**config.mk**
```make
export PLATFORM = sky130hd
export DESIGN_NAME = wtrap_top
export DESIGN_NICKNAME = d
export VERILOG_FILES = /design/src/wtrap_pkg.sv /design/src/wtrap_top.sv
export SDC_FILE = /design/constraint.sdc
export NUM_CORES = 1
export LEC_CHECK = 0
export BUFFER_PORTS_ARGS = -buffer_cell sky130_fd_sc_hd__buf_2
export CAP_MARGIN = 20
export CORE_UTILIZATION = 55
export CTS_BUF_LIST = sky130_fd_sc_hd__clkbuf_4
export CTS_CLUSTER_DIAMETER = 100
export DETAILED_ROUTE_END_ITERATION = 16
export PLACE_DENSITY = 0.78
export REMOVE_ABC_BUFFERS = 1
export SLEW_MARGIN = 10
export SYNTH_ARGS = -nofsm -noshare
export SYNTH_HDL_FRONTEND = slang
export SYNTH_SLANG_ARGS = --single-unit
export TNS_END_PERCENT = 1
```
**constraint.sdc**
```tcl
create_clock -name clk -period 2.6 [get_ports clk]
set_clock_uncertainty 0.1 [all_clocks]
set_input_delay 0.13 -clock clk [delete_from_list [all_inputs] [get_ports clk]]
set_output_delay 0.13 -clock clk [all_outputs]
set_load 0.05 [all_outputs]
```
**src/wtrap_pkg.sv**
```systemverilog
/*
  Constants, codes and types of the watchdog reset path and fetch trap.
  Assumes one 100 MHz clock shared with the processor core.
  // Overview of operation
  // - overflow with output select at reset raises a reset request.
  // - watchdog or trap reset lasts at most 24 fast clock periods.
  // - reset in low-speed mode one restarts fast oscillator, same bound.
  // - command value 4e clears the watchdog counter.
  // - command b1 disables the watchdog; unknown codes do nothing.
  // - new ram trap select applies only after command d2 is written.
  // - ram trap select high makes fetches from internal ram trap.
  // - fetches from special-function or debug areas always trap.
  // - trap action select low makes a trap raise its interrupt.
  // - trap action select high makes a trap raise a reset request.
  // - trap interrupt is non-maskable, ignores the interrupt master flag.
  // - a new trap is requested at once even while another is serviced.
  // - overflow with output select low raises a watchdog interrupt.
  // - disable command only acts while the enable bit is low.
  // - output select once cleared cannot be set again until reset.
*/
package wtrap_pkg;

  localparam int ADDR_W = 8;
  localparam int DATA_W = 8;
  localparam int FETCH_W = 16;
  localparam int STS_W = 4;

  // register offsets
  localparam logic [7:0] ADDR_CFG = 8'h00;
  localparam logic [7:0] ADDR_CMD = 8'h01;
  localparam logic [7:0] ADDR_STS = 8'h02;
  localparam logic [7:0] ADDR_MSK = 8'h03;
  localparam logic [7:0] ADDR_STATE = 8'h04;

  // command codes
  localparam logic [7:0] CODE_CLEAR = 8'h4e;
  localparam logic [7:0] CODE_DISABLE = 8'hb1;
  localparam logic [7:0] CODE_TRAP_AREA = 8'hd2;

  // watchdog_config_reg fields
  localparam int CFG_OUT_SEL = 0;
  localparam int CFG_TIME_LO = 1;
  localparam int CFG_TIME_HI = 2;
  localparam int CFG_ENABLE = 3;
  localparam int CFG_TRAP_ACT = 6;
  localparam int CFG_RAM_TRAP = 7;

  // status and mask bits
  localparam int ST_WDT_NMI = 0;
  localparam int ST_TRAP_NMI = 1;
  localparam int ST_WDT_RST = 2;
  localparam int ST_TRAP_RST = 3;

  // reset values of configuration
  localparam logic RST_ENABLE = 1'b1;
  localparam logic RST_OUT_SEL = 1'b1;
  localparam logic RST_RAM_TRAP = 1'b1;
  localparam logic RST_TRAP_ACT = 1'b1;
  localparam logic [1:0] RST_TIME = 2'h0;

  // fetch areas, inclusive bounds
  localparam logic [15:0] SFR_LO = 16'h0000;
  localparam logic [15:0] SFR_HI = 16'h003f;
  localparam logic [15:0] RAM_LO = 16'h0040;
  localparam logic [15:0] RAM_HI = 16'h023f;
  localparam logic [15:0] DBR_LO = 16'h0f80;
  localparam logic [15:0] DBR_HI = 16'h0fff;

  // reset pulse length: 24 fc periods, fc being the block clock
  localparam int CLK_PERIOD_PS = 10000;
  localparam int FC_PERIOD_PS = 10000;
  localparam int RST_MAX_FC_PERIODS = 24;
  localparam int RST_MAX_PS = RST_MAX_FC_PERIODS * FC_PERIOD_PS;
  localparam int RST_CYC = RST_MAX_PS / CLK_PERIOD_PS;
  localparam int RCNT_W = 5;
  localparam logic [4:0] RST_LAST = 5'(RST_CYC - 1);
  localparam logic [4:0] RCNT_ZERO = 5'h00;
  localparam logic [4:0] RCNT_ONE = 5'h01;

  typedef enum logic [1:0] {
    WTRAP_IDLE = 2'b01,
    WTRAP_HOLD = 2'b10
  } wtrap_rst_st_t;

endpackage

```
**src/wtrap_top.sv**
```systemverilog
/*
  Watchdog counter, command port decode, fetch address trap and the
  internal reset pulse generator, with status, mask and interrupt.
  Assumes the processor core drives the register port and fetch bus
  on the same clock, and that the system reset it requests also
  drives rstn of this block.
*/
`timescale 1ns/1ps
`default_nettype none

module wtrap_top #(
  parameter int OVF_LOG2 = 25
) (
  input  wire logic                                 clk,
  input  wire logic                                 rstn,
  input  wire logic [wtrap_pkg::ADDR_W-1:0]         regAddr,
  input  wire logic [wtrap_pkg::DATA_W-1:0]         regWdata,
  input  wire logic                                 regWr,
  input  wire logic                                 regRd,
  output logic      [wtrap_pkg::DATA_W-1:0]         regRdata,
  input  wire logic                                 fetchValid,
  input  wire logic [wtrap_pkg::FETCH_W-1:0]        fetchAddr,
  input  wire logic                                 lowSpeedMode,
  output logic                                      watchdogNmi,
  output logic                                      trapNmi,
  output logic                                      hwResetReq,
  output logic                                      hfOscRestart,
  output logic                                      irq
);

  function automatic logic inArea(input logic [15:0] a,
                                  input logic [15:0] lo,
                                  input logic [15:0] hi);
    inArea = (a >= lo) && (a <= hi);
  endfunction

  // configuration and state
  logic                          cfgEn_r;
  logic                          outSel_r;
  logic [1:0]                    timeSel_r;
  logic                          ramSel_r;
  logic                          ramAct_r;
  logic                          trapAct_r;
  logic                          running_r;
  logic [OVF_LOG2-1:0]           cnt_r;
  logic [wtrap_pkg::STS_W-1:0]   status_r;
  logic [wtrap_pkg::STS_W-1:0]   mask_r;
  wtrap_pkg::wtrap_rst_st_t      rstSt_r;
  logic [wtrap_pkg::RCNT_W-1:0]  rstCnt_r;

  logic                          outSel_nxt;
  logic                          running_nxt;
  logic [OVF_LOG2-1:0]           cnt_nxt;
  logic [wtrap_pkg::STS_W-1:0]   status_nxt;
  logic [wtrap_pkg::STS_W-1:0]   mask_nxt;
  logic [wtrap_pkg::DATA_W-1:0]  regRdata_nxt;
  wtrap_pkg::wtrap_rst_st_t      rstSt_nxt;
  logic [wtrap_pkg::RCNT_W-1:0]  rstCnt_nxt;

  // register port decode
  wire cfgWr = regWr && (regAddr == wtrap_pkg::ADDR_CFG);
  wire cmdWr = regWr && (regAddr == wtrap_pkg::ADDR_CMD);
  wire stsWr = regWr && (regAddr == wtrap_pkg::ADDR_STS);
  wire mskWr = regWr && (regAddr == wtrap_pkg::ADDR_MSK);

  wire clrCode = cmdWr && (regWdata == wtrap_pkg::CODE_CLEAR);
  wire disCode = cmdWr && (regWdata == wtrap_pkg::CODE_DISABLE)
                 && !cfgEn_r;
  wire areaCode = cmdWr && (regWdata == wtrap_pkg::CODE_TRAP_AREA);

  // watchdog counter and overflow at the selected detection time
  wire [OVF_LOG2-1:0] ovfLimit = {OVF_LOG2{1'b1}} >> {timeSel_r, 1'b0};
  wire ovf = running_r && (cnt_r == ovfLimit);

  // fetch trap detection
  wire inRam = inArea(fetchAddr, wtrap_pkg::RAM_LO, wtrap_pkg::RAM_HI);
  wire inSfr = inArea(fetchAddr, wtrap_pkg::SFR_LO, wtrap_pkg::SFR_HI);
  wire inDbr = inArea(fetchAddr, wtrap_pkg::DBR_LO, wtrap_pkg::DBR_HI);
  wire trapHit = fetchValid
                 && ((inRam && ramAct_r)
                     || inSfr || inDbr);

  // event decode
  wire evWdtNmi = ovf && !outSel_r;
  wire evWdtRst = ovf && outSel_r;
  wire evTrapNmi = trapHit && !trapAct_r;
  wire evTrapRst = trapHit && trapAct_r;
  wire rstFire = evWdtRst || evTrapRst;
  wire rstIdle = (rstSt_r == wtrap_pkg::WTRAP_IDLE);

  wire [wtrap_pkg::STS_W-1:0] events = {evTrapRst, evWdtRst,
                                        evTrapNmi, evWdtNmi};
  wire [wtrap_pkg::STS_W-1:0] stsClr =
    stsWr ? regWdata[wtrap_pkg::STS_W-1:0] : '0;

  // output select can only be lowered
  assign outSel_nxt = cfgWr ? (regWdata[wtrap_pkg::CFG_OUT_SEL] & outSel_r)
                            : outSel_r;

  // enable restarts the watchdog, the disable code stops it
  assign running_nxt = (cfgWr && regWdata[wtrap_pkg::CFG_ENABLE]) ? 1'b1 :
                       disCode ? 1'b0 : running_r;

  // counter held clear while stopped
  assign cnt_nxt = (!running_r || clrCode || ovf) ? '0 :
                   cnt_r + 1'b1;

  // set wins over write-one-to-clear
  assign status_nxt = (status_r & ~stsClr) | events;
  assign mask_nxt = mskWr ? regWdata[wtrap_pkg::STS_W-1:0] : mask_r;

  // read mux, zero for write-only and unmapped offsets
  wire [wtrap_pkg::DATA_W-1:0] rdSts = {{(wtrap_pkg::DATA_W -
                                          wtrap_pkg::STS_W){1'b0}}, status_r};
  wire [wtrap_pkg::DATA_W-1:0] rdMsk = {{(wtrap_pkg::DATA_W -
                                          wtrap_pkg::STS_W){1'b0}}, mask_r};
  wire [wtrap_pkg::DATA_W-1:0] rdState = {3'h0, hwResetReq, trapAct_r,
                                          ramAct_r, outSel_r, running_r};
  wire [wtrap_pkg::DATA_W-1:0] rdMux;
  assign rdMux = (regAddr == wtrap_pkg::ADDR_STS)   ? rdSts :
                 (regAddr == wtrap_pkg::ADDR_MSK)   ? rdMsk :
                 (regAddr == wtrap_pkg::ADDR_STATE) ? rdState :
                 8'h00;
  assign regRdata_nxt = regRd ? rdMux : 8'h00;

  // reset pulse sequencer
  always_comb begin
    rstSt_nxt = rstSt_r;
    rstCnt_nxt = rstCnt_r;
    case (rstSt_r)
      wtrap_pkg::WTRAP_IDLE: begin
        if (rstFire) begin
          rstSt_nxt = wtrap_pkg::WTRAP_HOLD;
          rstCnt_nxt = wtrap_pkg::RST_LAST;
        end
      end
      wtrap_pkg::WTRAP_HOLD: begin
        if (rstCnt_r == wtrap_pkg::RCNT_ZERO) begin
          rstSt_nxt = wtrap_pkg::WTRAP_IDLE;
        end else begin
          rstCnt_nxt = rstCnt_r - wtrap_pkg::RCNT_ONE;
        end
      end
      default: begin
        rstSt_nxt = wtrap_pkg::WTRAP_IDLE;
        rstCnt_nxt = wtrap_pkg::RCNT_ZERO;
      end
    endcase
  end

  // configuration registers
  always_ff @(posedge clk or negedge rstn) begin
    if (!rstn) begin
      cfgEn_r <= wtrap_pkg::RST_ENABLE;
      outSel_r <= wtrap_pkg::RST_OUT_SEL;
      timeSel_r <= wtrap_pkg::RST_TIME;
      ramSel_r <= wtrap_pkg::RST_RAM_TRAP;
      ramAct_r <= wtrap_pkg::RST_RAM_TRAP;
      trapAct_r <= wtrap_pkg::RST_TRAP_ACT;
      running_r <= wtrap_pkg::RST_ENABLE;
    end else begin
      outSel_r <= outSel_nxt;
      running_r <= running_nxt;
      if (cfgWr) begin
        cfgEn_r <= regWdata[wtrap_pkg::CFG_ENABLE];
        timeSel_r <= regWdata[wtrap_pkg::CFG_TIME_HI:wtrap_pkg::CFG_TIME_LO];
        ramSel_r <= regWdata[wtrap_pkg::CFG_RAM_TRAP];
        trapAct_r <= regWdata[wtrap_pkg::CFG_TRAP_ACT];
      end
      if (areaCode) begin
        ramAct_r <= ramSel_r;
      end
    end
  end

  // counter, status and interrupt
  always_ff @(posedge clk or negedge rstn) begin
    if (!rstn) begin
      cnt_r <= '0;
      status_r <= '0;
      mask_r <= '0;
      irq <= 1'b0;
      regRdata <= 8'h00;
    end else begin
      cnt_r <= cnt_nxt;
      status_r <= status_nxt;
      mask_r <= mask_nxt;
      irq <= |(status_nxt & mask_nxt);
      regRdata <= regRdata_nxt;
    end
  end

  // request outputs; traps ignore the master flag and any nesting
  always_ff @(posedge clk or negedge rstn) begin
    if (!rstn) begin
      watchdogNmi <= 1'b0;
      trapNmi <= 1'b0;
      hfOscRestart <= 1'b0;
      hwResetReq <= 1'b0;
      rstSt_r <= wtrap_pkg::WTRAP_IDLE;
      rstCnt_r <= wtrap_pkg::RCNT_ZERO;
    end else begin
      watchdogNmi <= evWdtNmi;
      trapNmi <= evTrapNmi;
      hfOscRestart <= rstFire && rstIdle && lowSpeedMode;
      hwResetReq <= (rstSt_nxt == wtrap_pkg::WTRAP_HOLD);
      rstSt_r <= rstSt_nxt;
      rstCnt_r <= rstCnt_nxt;
    end
  end

  // assertion helper: length of the current reset pulse
  logic [wtrap_pkg::RCNT_W:0] hiLen;
  always_ff @(posedge clk or negedge rstn) begin
    if (!rstn) begin
      hiLen <= '0;
    end else begin
      hiLen <= hwResetReq ? hiLen + 1'b1 : '0;
    end
  end
endmodule

`default_nettype wire

```
==> metrics.cfg, run 1 <==
[timing]
setup_violations=0
period_needed_ns=2.42
fin_tns_setup_ns=0
worst_slack_ns=0.183
rsz0062_at_grt=no
hold_viol=0
slew-limit-headroom_pct=61.4
fmax_mhz=414
finalMaxSlewViolations=0
fin_crit_sh_pct=93.0
worst_slew_pin_slew_ns=0.579

[placed_design]
gp_congestion=0.900
hpwl_um=4310
port_buffers=41
dp_slack_ns=0.177
dp_cells=418

[floorplanning]
io_pins=51
coreArea_um2=5140
die_h_um=75.3
die_area_um2=5670
chipWidth_um=75.3
row_count=26
initial_core_util_pct=57.5

[global_routing]
grt_antenna_before_repair=0
grt_overflow=0
grt_pass1_vias=2344
grt_pass1_wl_um=10200
track_usage_pct=24.4
grt_max_degree=59

[setup_path]
cp_max_fo=5
slowest_delay_ns=0.55
worstPathCellList=dlygate4sd3_1 > buf_2 > or4b_1 > or4_1 > mux2i_1 > nand3_1 > o221ai_1 > a221o_1
cp-end-kind=register
cp_slowest_cell=or4_1
critPathKind=primary input to register
reg2reg_to=rstCnt_r[1]
reg2reg_depth=6
critical-path-top-delay-family=simple AND/OR/NAND/NOR gates
worstPathArrival_ns=2.61
reg2reg_from=cnt_r[12]
rrSetupSlack_ns=0.23
critPathLaunch=regAddr[2]
worst_ep_required_time_ns=2.79
crit_path_start_kind=primary input
path_buf_inv=2

[power_and_ir_drop]
power_frac_seq_pct=53.3
p_per_area_nw_per_um2=533
p_int_mw=1.32
leakagePower_nw=1.62
comb_power_share_pct=18.0
peakVddDrop_uv=345
total_power_mw=1.87
switchingPower_mw=0.547
power.share.clock_pct=28.7
switching_share_pct=29.3

[yosys]
ys_ff_latch=58
synth_commonest_cells=dfrtp_1, nor2_1, nand2_1
yosys.area.top_type=dfrtp_1
postSynth.asyncResetShare_pct=100
syn_area_um2=2960
syn_inst=311
synth.area.mux_share_pct=3.68
synth_top_area_share_pct=43.2
synthAdderAreaFrac_pct=1.69
synth-edff-count=0
synth_top_family_by_area=simple AND/OR/NAND/NOR gates
synthSimpleGateAreaFrac_pct=23.6
yosysWarningCount=0
postSynthAreaPerCell_um2=9.51
yosys.cell_types.count=52
synth_compound_area_share_pct=10.7
synth.most_common_cell=dfrtp_1
synth-xor-area-share_pct=6.81
ys_top_cells_by_area=dfrtp_1, dfstp_2, nor2_1
yosysSeqAreaShare_pct=49.4
ys.flop_type=dfrtp_1

[layout]
instances_no_fill=448
fin_nets=415
nFillCells=413
layout-drive-gt1-share_pct=19.0
diodes=0
multi_input_area_um2=1390
regArea_um2=1460
areaGrowthSynthToFinish_pct=18.6
post-route-util_pct=68.2

[detailed_routing]
routed-via-count=2482
via_per_inst=5.54
drt_iter0_drc=122
drc=0
routed_wl_um=6220
wl_per_cell_um=13.9
ant_nets=0
dr.pass1.iters=4

[run]
maxCapViolations=0

[clock_tree]
insertion_delay_ns=0.41
h-tree-depth=3
path_clk_slew_ns=0.10
clock-root-buffer=clkbuf_4
postCtsSetupBuffers=0
numCtsBuffers=9
cts_sinks=58
cts.path.max_buffers=2
cts_tree=built

[run_status]
outcome=finished, final reports clean

[min_path]
hp-class=primary input to register
holdPathStages=4
holdPathEnd=regRdata[3]
min_from=regAddr[6]

worst max path at each step:
stage,end,slack [ns],depth (start not counted)
after detailed placement,rstCnt_r[1],0.18,6
after CTS,rstCnt_r[1],0.16,6
after floorplan,cnt_r[10],0.42,6
after global routing,rstCnt_r[0],0.05,6
final,irq,0.18,8
after global placement,rstCnt_r[0],0.22,7
repair_timing:
action                                  CTS  global route
hold buffers                             14             0
gates resized for setup                   0             1
endpoints found under the setup margin    0             2
endpoints found under the hold margin    75             0
worst reg2reg max path, cell delays in order, from the launching register on:
cell	delay, ns
dfrtp_1	0.43
and4_1	0.28
nand4_1	0.26
nor3_1	0.32
a32oi_1	0.21
a21oi_2	0.31
mux2_1	0.35
flip-flops by register name, indices dropped and copies added (netlist names):
| name | cells |
|---|---|
| status_r | 4 |
| cnt_r | 25 |
| trapNmi | 1 |
| rstSt_r | 2 |
| timeSel_r | 2 |
| irq | 1 |
| ramSel_r | 1 |
| hwResetReq | 1 |
| mask_r | 4 |
| trapAct_r | 1 |
| regRdata | 5 |
| ramAct_r | 1 |
| watchdogNmi | 1 |
| hfOscRestart | 1 |
| rstCnt_r | 5 |
| cfgEn_r | 1 |
| running_r | 1 |
| outSel_r | 1 |
metrics by stage:
stage / instance area, um^2 / hold WS, ns
floorplan: 2910 / -0.266
global placement: 3250 / 0.0519
detailed placement: 3250 / 0.0556
CTS: 3500 / 0.00148
global route: 3510 / 0.0320
finish: 3510 / 0.0252
cells by family (layout without fill, tap and decap cells):
family                     after synthesis  in the layout
AOI/OAI and AO/OA                       47             47
xor gates and xnor gates                23             23
adders and majority gates                4              4
buffers and inverters                   27             92
DFF                                     58             58
muxes                                   10             10
other                                    1              3
and+or+nand+nor                        141            141
final cells by class:
class                   instances  share of cell area (%)
flip-flops and latches         58                    41.6
multi-input cells             228                    39.6
clock inverters                 4                   0.535
repair buffers                 58                    11.2
well taps                      70                    2.50
clock buffers                  12                    2.57
inverters                      18                    1.93
cell usage in the layout (no fill, tap or decap), types with 3 or more instances in the layout:
| cell | instances |
|---|---|
| conb_1 | 3 |
| dfstp_2 | 7 |
| o21ai_1 | 5 |
| xnor2_1 | 4 |
| mux2i_1 | 3 |
| nand2b_1 | 5 |
| clkbuf_4 | 12 |
| a31oi_1 | 3 |
| buf_2 | 41 |
| o21ai_0 | 12 |
| dfrtp_1 | 51 |
| a211oi_1 | 5 |
| xor2_1 | 19 |
| and4_1 | 4 |
| clkinv_2 | 3 |
| ha_1 | 4 |
| a21oi_1 | 4 |
| nand4_1 | 9 |
| nor2_1 | 49 |
| a211o_1 | 3 |
| nor3_1 | 10 |
| nand2_1 | 25 |
| a21oi_2 | 3 |
| dlygate4sd3_1 | 14 |
| mux2_1 | 5 |
| and2_1 | 5 |
| inv_1 | 17 |
| nand3_1 | 17 |
layer usage:
layer,share of wire [%],up-vias,GRT usage [%]
met4,1.2,0,8.02
met2,49,74,38.8
met1,44,1189,31.0
li1,-,1208,-
met3,5.4,11,9.13
met5,0,-,0
power by group through the flow:
stage / clock, mW / combinational, mW / sequential [mW]
2_1_floorplan: 0 / 0.215 / 1.00
3_3_place_gp: 0 / 0.303 / 1.01
3_5_place_dp: 0 / 0.317 / 1.01
4_1_cts: 0.554 / 0.333 / 0.994
5_1_grt: 0.591 / 0.374 / 1.00
6_report: 0.537 / 0.337 / 0.995
No activity file was read; power rests on OpenSTA's default activity.
==> inputs of run 2 (changes only) <==
- BUFFER_PORTS_ARGS: -buffer_cell sky130_fd_sc_hd__buf_2 -> not set
- CORE_UTILIZATION: 55 -> 58
- DONT_BUFFER_PORTS: not set -> 1
- PLACE_DENSITY: 0.78 -> 0.74
==> run 2 against run 1 <==
Net effect: combinational power down 7.7%; die area decreased by 5.0%; critical path depth down 1; core utilization is 3.0 points higher; highest routed layer unchanged; via count decreased by 4.3%; global-route usage is 2.0 points higher; worst hold slack improved by 0.025 ns; first-iteration DRC count increased by 3.3%; sequential power is essentially flat; cell area shrank 2.2%.
==> metrics.cfg, run 2 (same netlist as run 1, synthesis figures left out) <==
[layout]
layout-drive-gt1-share_pct=9.57  ; was 19.0%
largestRegisters=cnt_r: 25 flops, regRdata: 5 flops, rstCnt_r: 5 flops  ; unchanged
final_cell_mix=dfrtp_1, nor2_1, nand2_1  ; was dfrtp_1, nor2_1, buf_2
diodes=0  ; unchanged
final_common_cell=dfrtp_1  ; unchanged
largest_register_ffs=25  ; unchanged
fin_nets=382  ; was 415
largest_register=cnt_r  ; unchanged
areaGrowthSynthToFinish_pct=16.0  ; was 18.6%

[power_and_ir_drop]
switchingPower_mw=0.575  ; was 0.547 mW
peakVddDrop_uv=367  ; was 345 uV
switching_share_pct=28.1  ; was 29.3%
p_int_mw=1.47  ; was 1.32 mW
power.share.clock_pct=36.1  ; was 28.7%
leakagePower_nw=1.49  ; was 1.62 nW
total_power_mw=2.05  ; was 1.87 mW
comb_power_share_pct=15.2  ; was 18.0%
p_per_area_nw_per_um2=597  ; was 533 nW/um^2
power_frac_seq_pct=48.7  ; was 53.3%

[floorplanning]
row_count=25  ; was 26
chipWidth_um=73.4  ; was 75.3 um
die_area_um2=5390  ; was 5670 um^2
initial_core_util_pct=61.4  ; was 57.5%
coreArea_um2=4820  ; was 5140 um^2
io_pins=51  ; unchanged
die_h_um=73.4  ; was 75.3 um

[clock_tree]
postCtsSetupBuffers=0  ; unchanged
clock-root-buffer=clkbuf_4  ; unchanged
path_clk_slew_ns=0.11  ; was 0.10 ns
h-tree-depth=3  ; unchanged
cts_tree=built  ; unchanged
cts.path.max_buffers=2  ; unchanged
insertion_delay_ns=0.41  ; about the same
cts_sinks=58  ; unchanged
numCtsBuffers=9  ; unchanged

[setup_path]
cp-end-kind=register  ; unchanged
critPathKind=register to register  ; was primary input to register
worstPathArrival_ns=2.62  ; was 2.61 ns
worst_ep_required_time_ns=2.79  ; about the same
cp_slowest_cell=dfrtp_1  ; was or4_1
slowest_delay_ns=0.42  ; was 0.55 ns
worstPathCellList=ha_1 > and2_1 > nand4_1 > nor3_1 > a32oi_1 > a21oi_1 > mux2_1  ; was dlygate4sd3_1 > buf_2 > or4b_1 > or4_1 > mux2i_1 > nand3_1 > o221ai_1 > a221o_1
crit_path_start_kind=register  ; was primary input
cp_max_fo=6  ; was 5

[detailed_routing]
routed_wl_um=6440  ; was 6220 um
drc=0  ; unchanged
via_per_inst=5.77  ; was 5.54
wl_per_cell_um=15.6  ; was 13.9 um
drt_iter0_drc=126  ; was 122
dr.pass1.iters=4  ; unchanged
routed-via-count=2376  ; was 2482
ant_nets=0  ; unchanged

[global_routing]
grt_pass1_vias=2317  ; was 2344
grt_overflow=0  ; unchanged
grt_antenna_before_repair=0  ; unchanged
grt_max_degree=59  ; unchanged
grt_pass1_wl_um=10600  ; was 10200 um
track_usage_pct=26.4  ; was 24.4%

[run_status]
outcome=finished, final reports clean  ; unchanged

[timing]
fin_crit_sh_pct=93.4  ; was 93.0%
rsz0062_at_grt=no  ; unchanged
worst_slew_pin_slew_ns=0.595  ; was 0.579 ns
fmax_mhz=412  ; was 414 MHz
setup_violations=0  ; unchanged
hold_viol=0  ; unchanged
finalMaxSlewViolations=0  ; unchanged
period_needed_ns=2.43  ; was 2.42 ns
fin_tns_setup_ns=0  ; unchanged
slew-limit-headroom_pct=59.3  ; was 61.4%

[placed_design]
port_buffers=0  ; was 41
hpwl_um=4150  ; was 4310 um
gp_congestion=0.879  ; was 0.900

[run]
maxCapViolations=0  ; unchanged

[min_path]
hp-class=primary input to register  ; unchanged

[run 2: cell types whose count changed in the layout (fill, tap and decap cells not counted), sizes merged]
cell         before  now
dlygate4sd3      14   20
bufinv            0    2
buf              44    5
clkinvlp          0    2
clkinv            4    3
clkbuf           12    9
[run 2: worst paths after layout]
check / startpoint / slack, ns / to / depth (start not counted)
max in group asynchronous: rstn / 1.94 / outSel_r / 2
max reg2reg: cnt_r[0] / 0.17 / rstCnt_r[0] / 7
min in group asynchronous: rstn / 0.14 / hfOscRestart / 2
min reg2reg: outSel_r / 0.39 / outSel_r / 1
max: cnt_r[0] / 0.17 / rstCnt_r[0] / 7
min: regAddr[0] / 0.05 / mask_r[0] / 2
[run 2: routing by layer]
metal / track usage [%] / vias to the layer above / wire (um)
met5: 0 / - / 0
met4: 11.3 / 0 / 99
met3: 7.27 / 11 / 397
met2: 43.2 / 89 / 3180
met1: 33.0 / 1130 / 2770
li1: - / 1146 / -
[run 2: timing repair]
item | CTS | global route
resized for setup | 0 | 0
hold buffers | 21 | 0
hold endpoints to repair | 82 | 0
[run 2: cell type report]
cell class                 instances  area [um^2]
inverter                          18         67.6
tap                               67         83.8
fill                             387         1390
multi-input combinational        228         1390
timing repair buffer              25          270
clock inverter                     7         93.8
clock buffer                       9         67.6
sequential                        58         1460
[run 2: critical path, delay by kind of cell, from the launching register on]
kind                       cells  cell delay [ns]
adders and majority gates      1             0.22
DFF                            1             0.42
muxes                          1             0.36
AOI/OAI and AO/OA              2             0.62
and+or+nand+nor                3             0.61
[run 2: metrics by stage]
stage	utilization [%]	instances	cell area (um^2)	hold WS, ns	setup WS, ns
after global routing	71.2	412	3430	0.0308	0.00104
after global placement	63.1	375	3040	-0.264	0.235
final	71.2	412	3430	0.0505	0.171
after floorplan	-	304	2910	-0.266	0.420
after CTS	71.2	412	3430	0.0265	0.159
after detailed placement	63.1	375	3040	-0.264	0.202
[run 2: power by group through the flow]
stage | sequential (mW) | clock, mW | combinational (mW)
4_1_cts | 0.996 | 0.759 | 0.310
2_1_floorplan | 1.00 | 0 | 0.215
5_1_grt | 1.01 | 0.795 | 0.350
3_5_place_dp | 1.01 | 0 | 0.266
6_report | 0.997 | 0.740 | 0.311
3_3_place_gp | 1.01 | 0 | 0.255
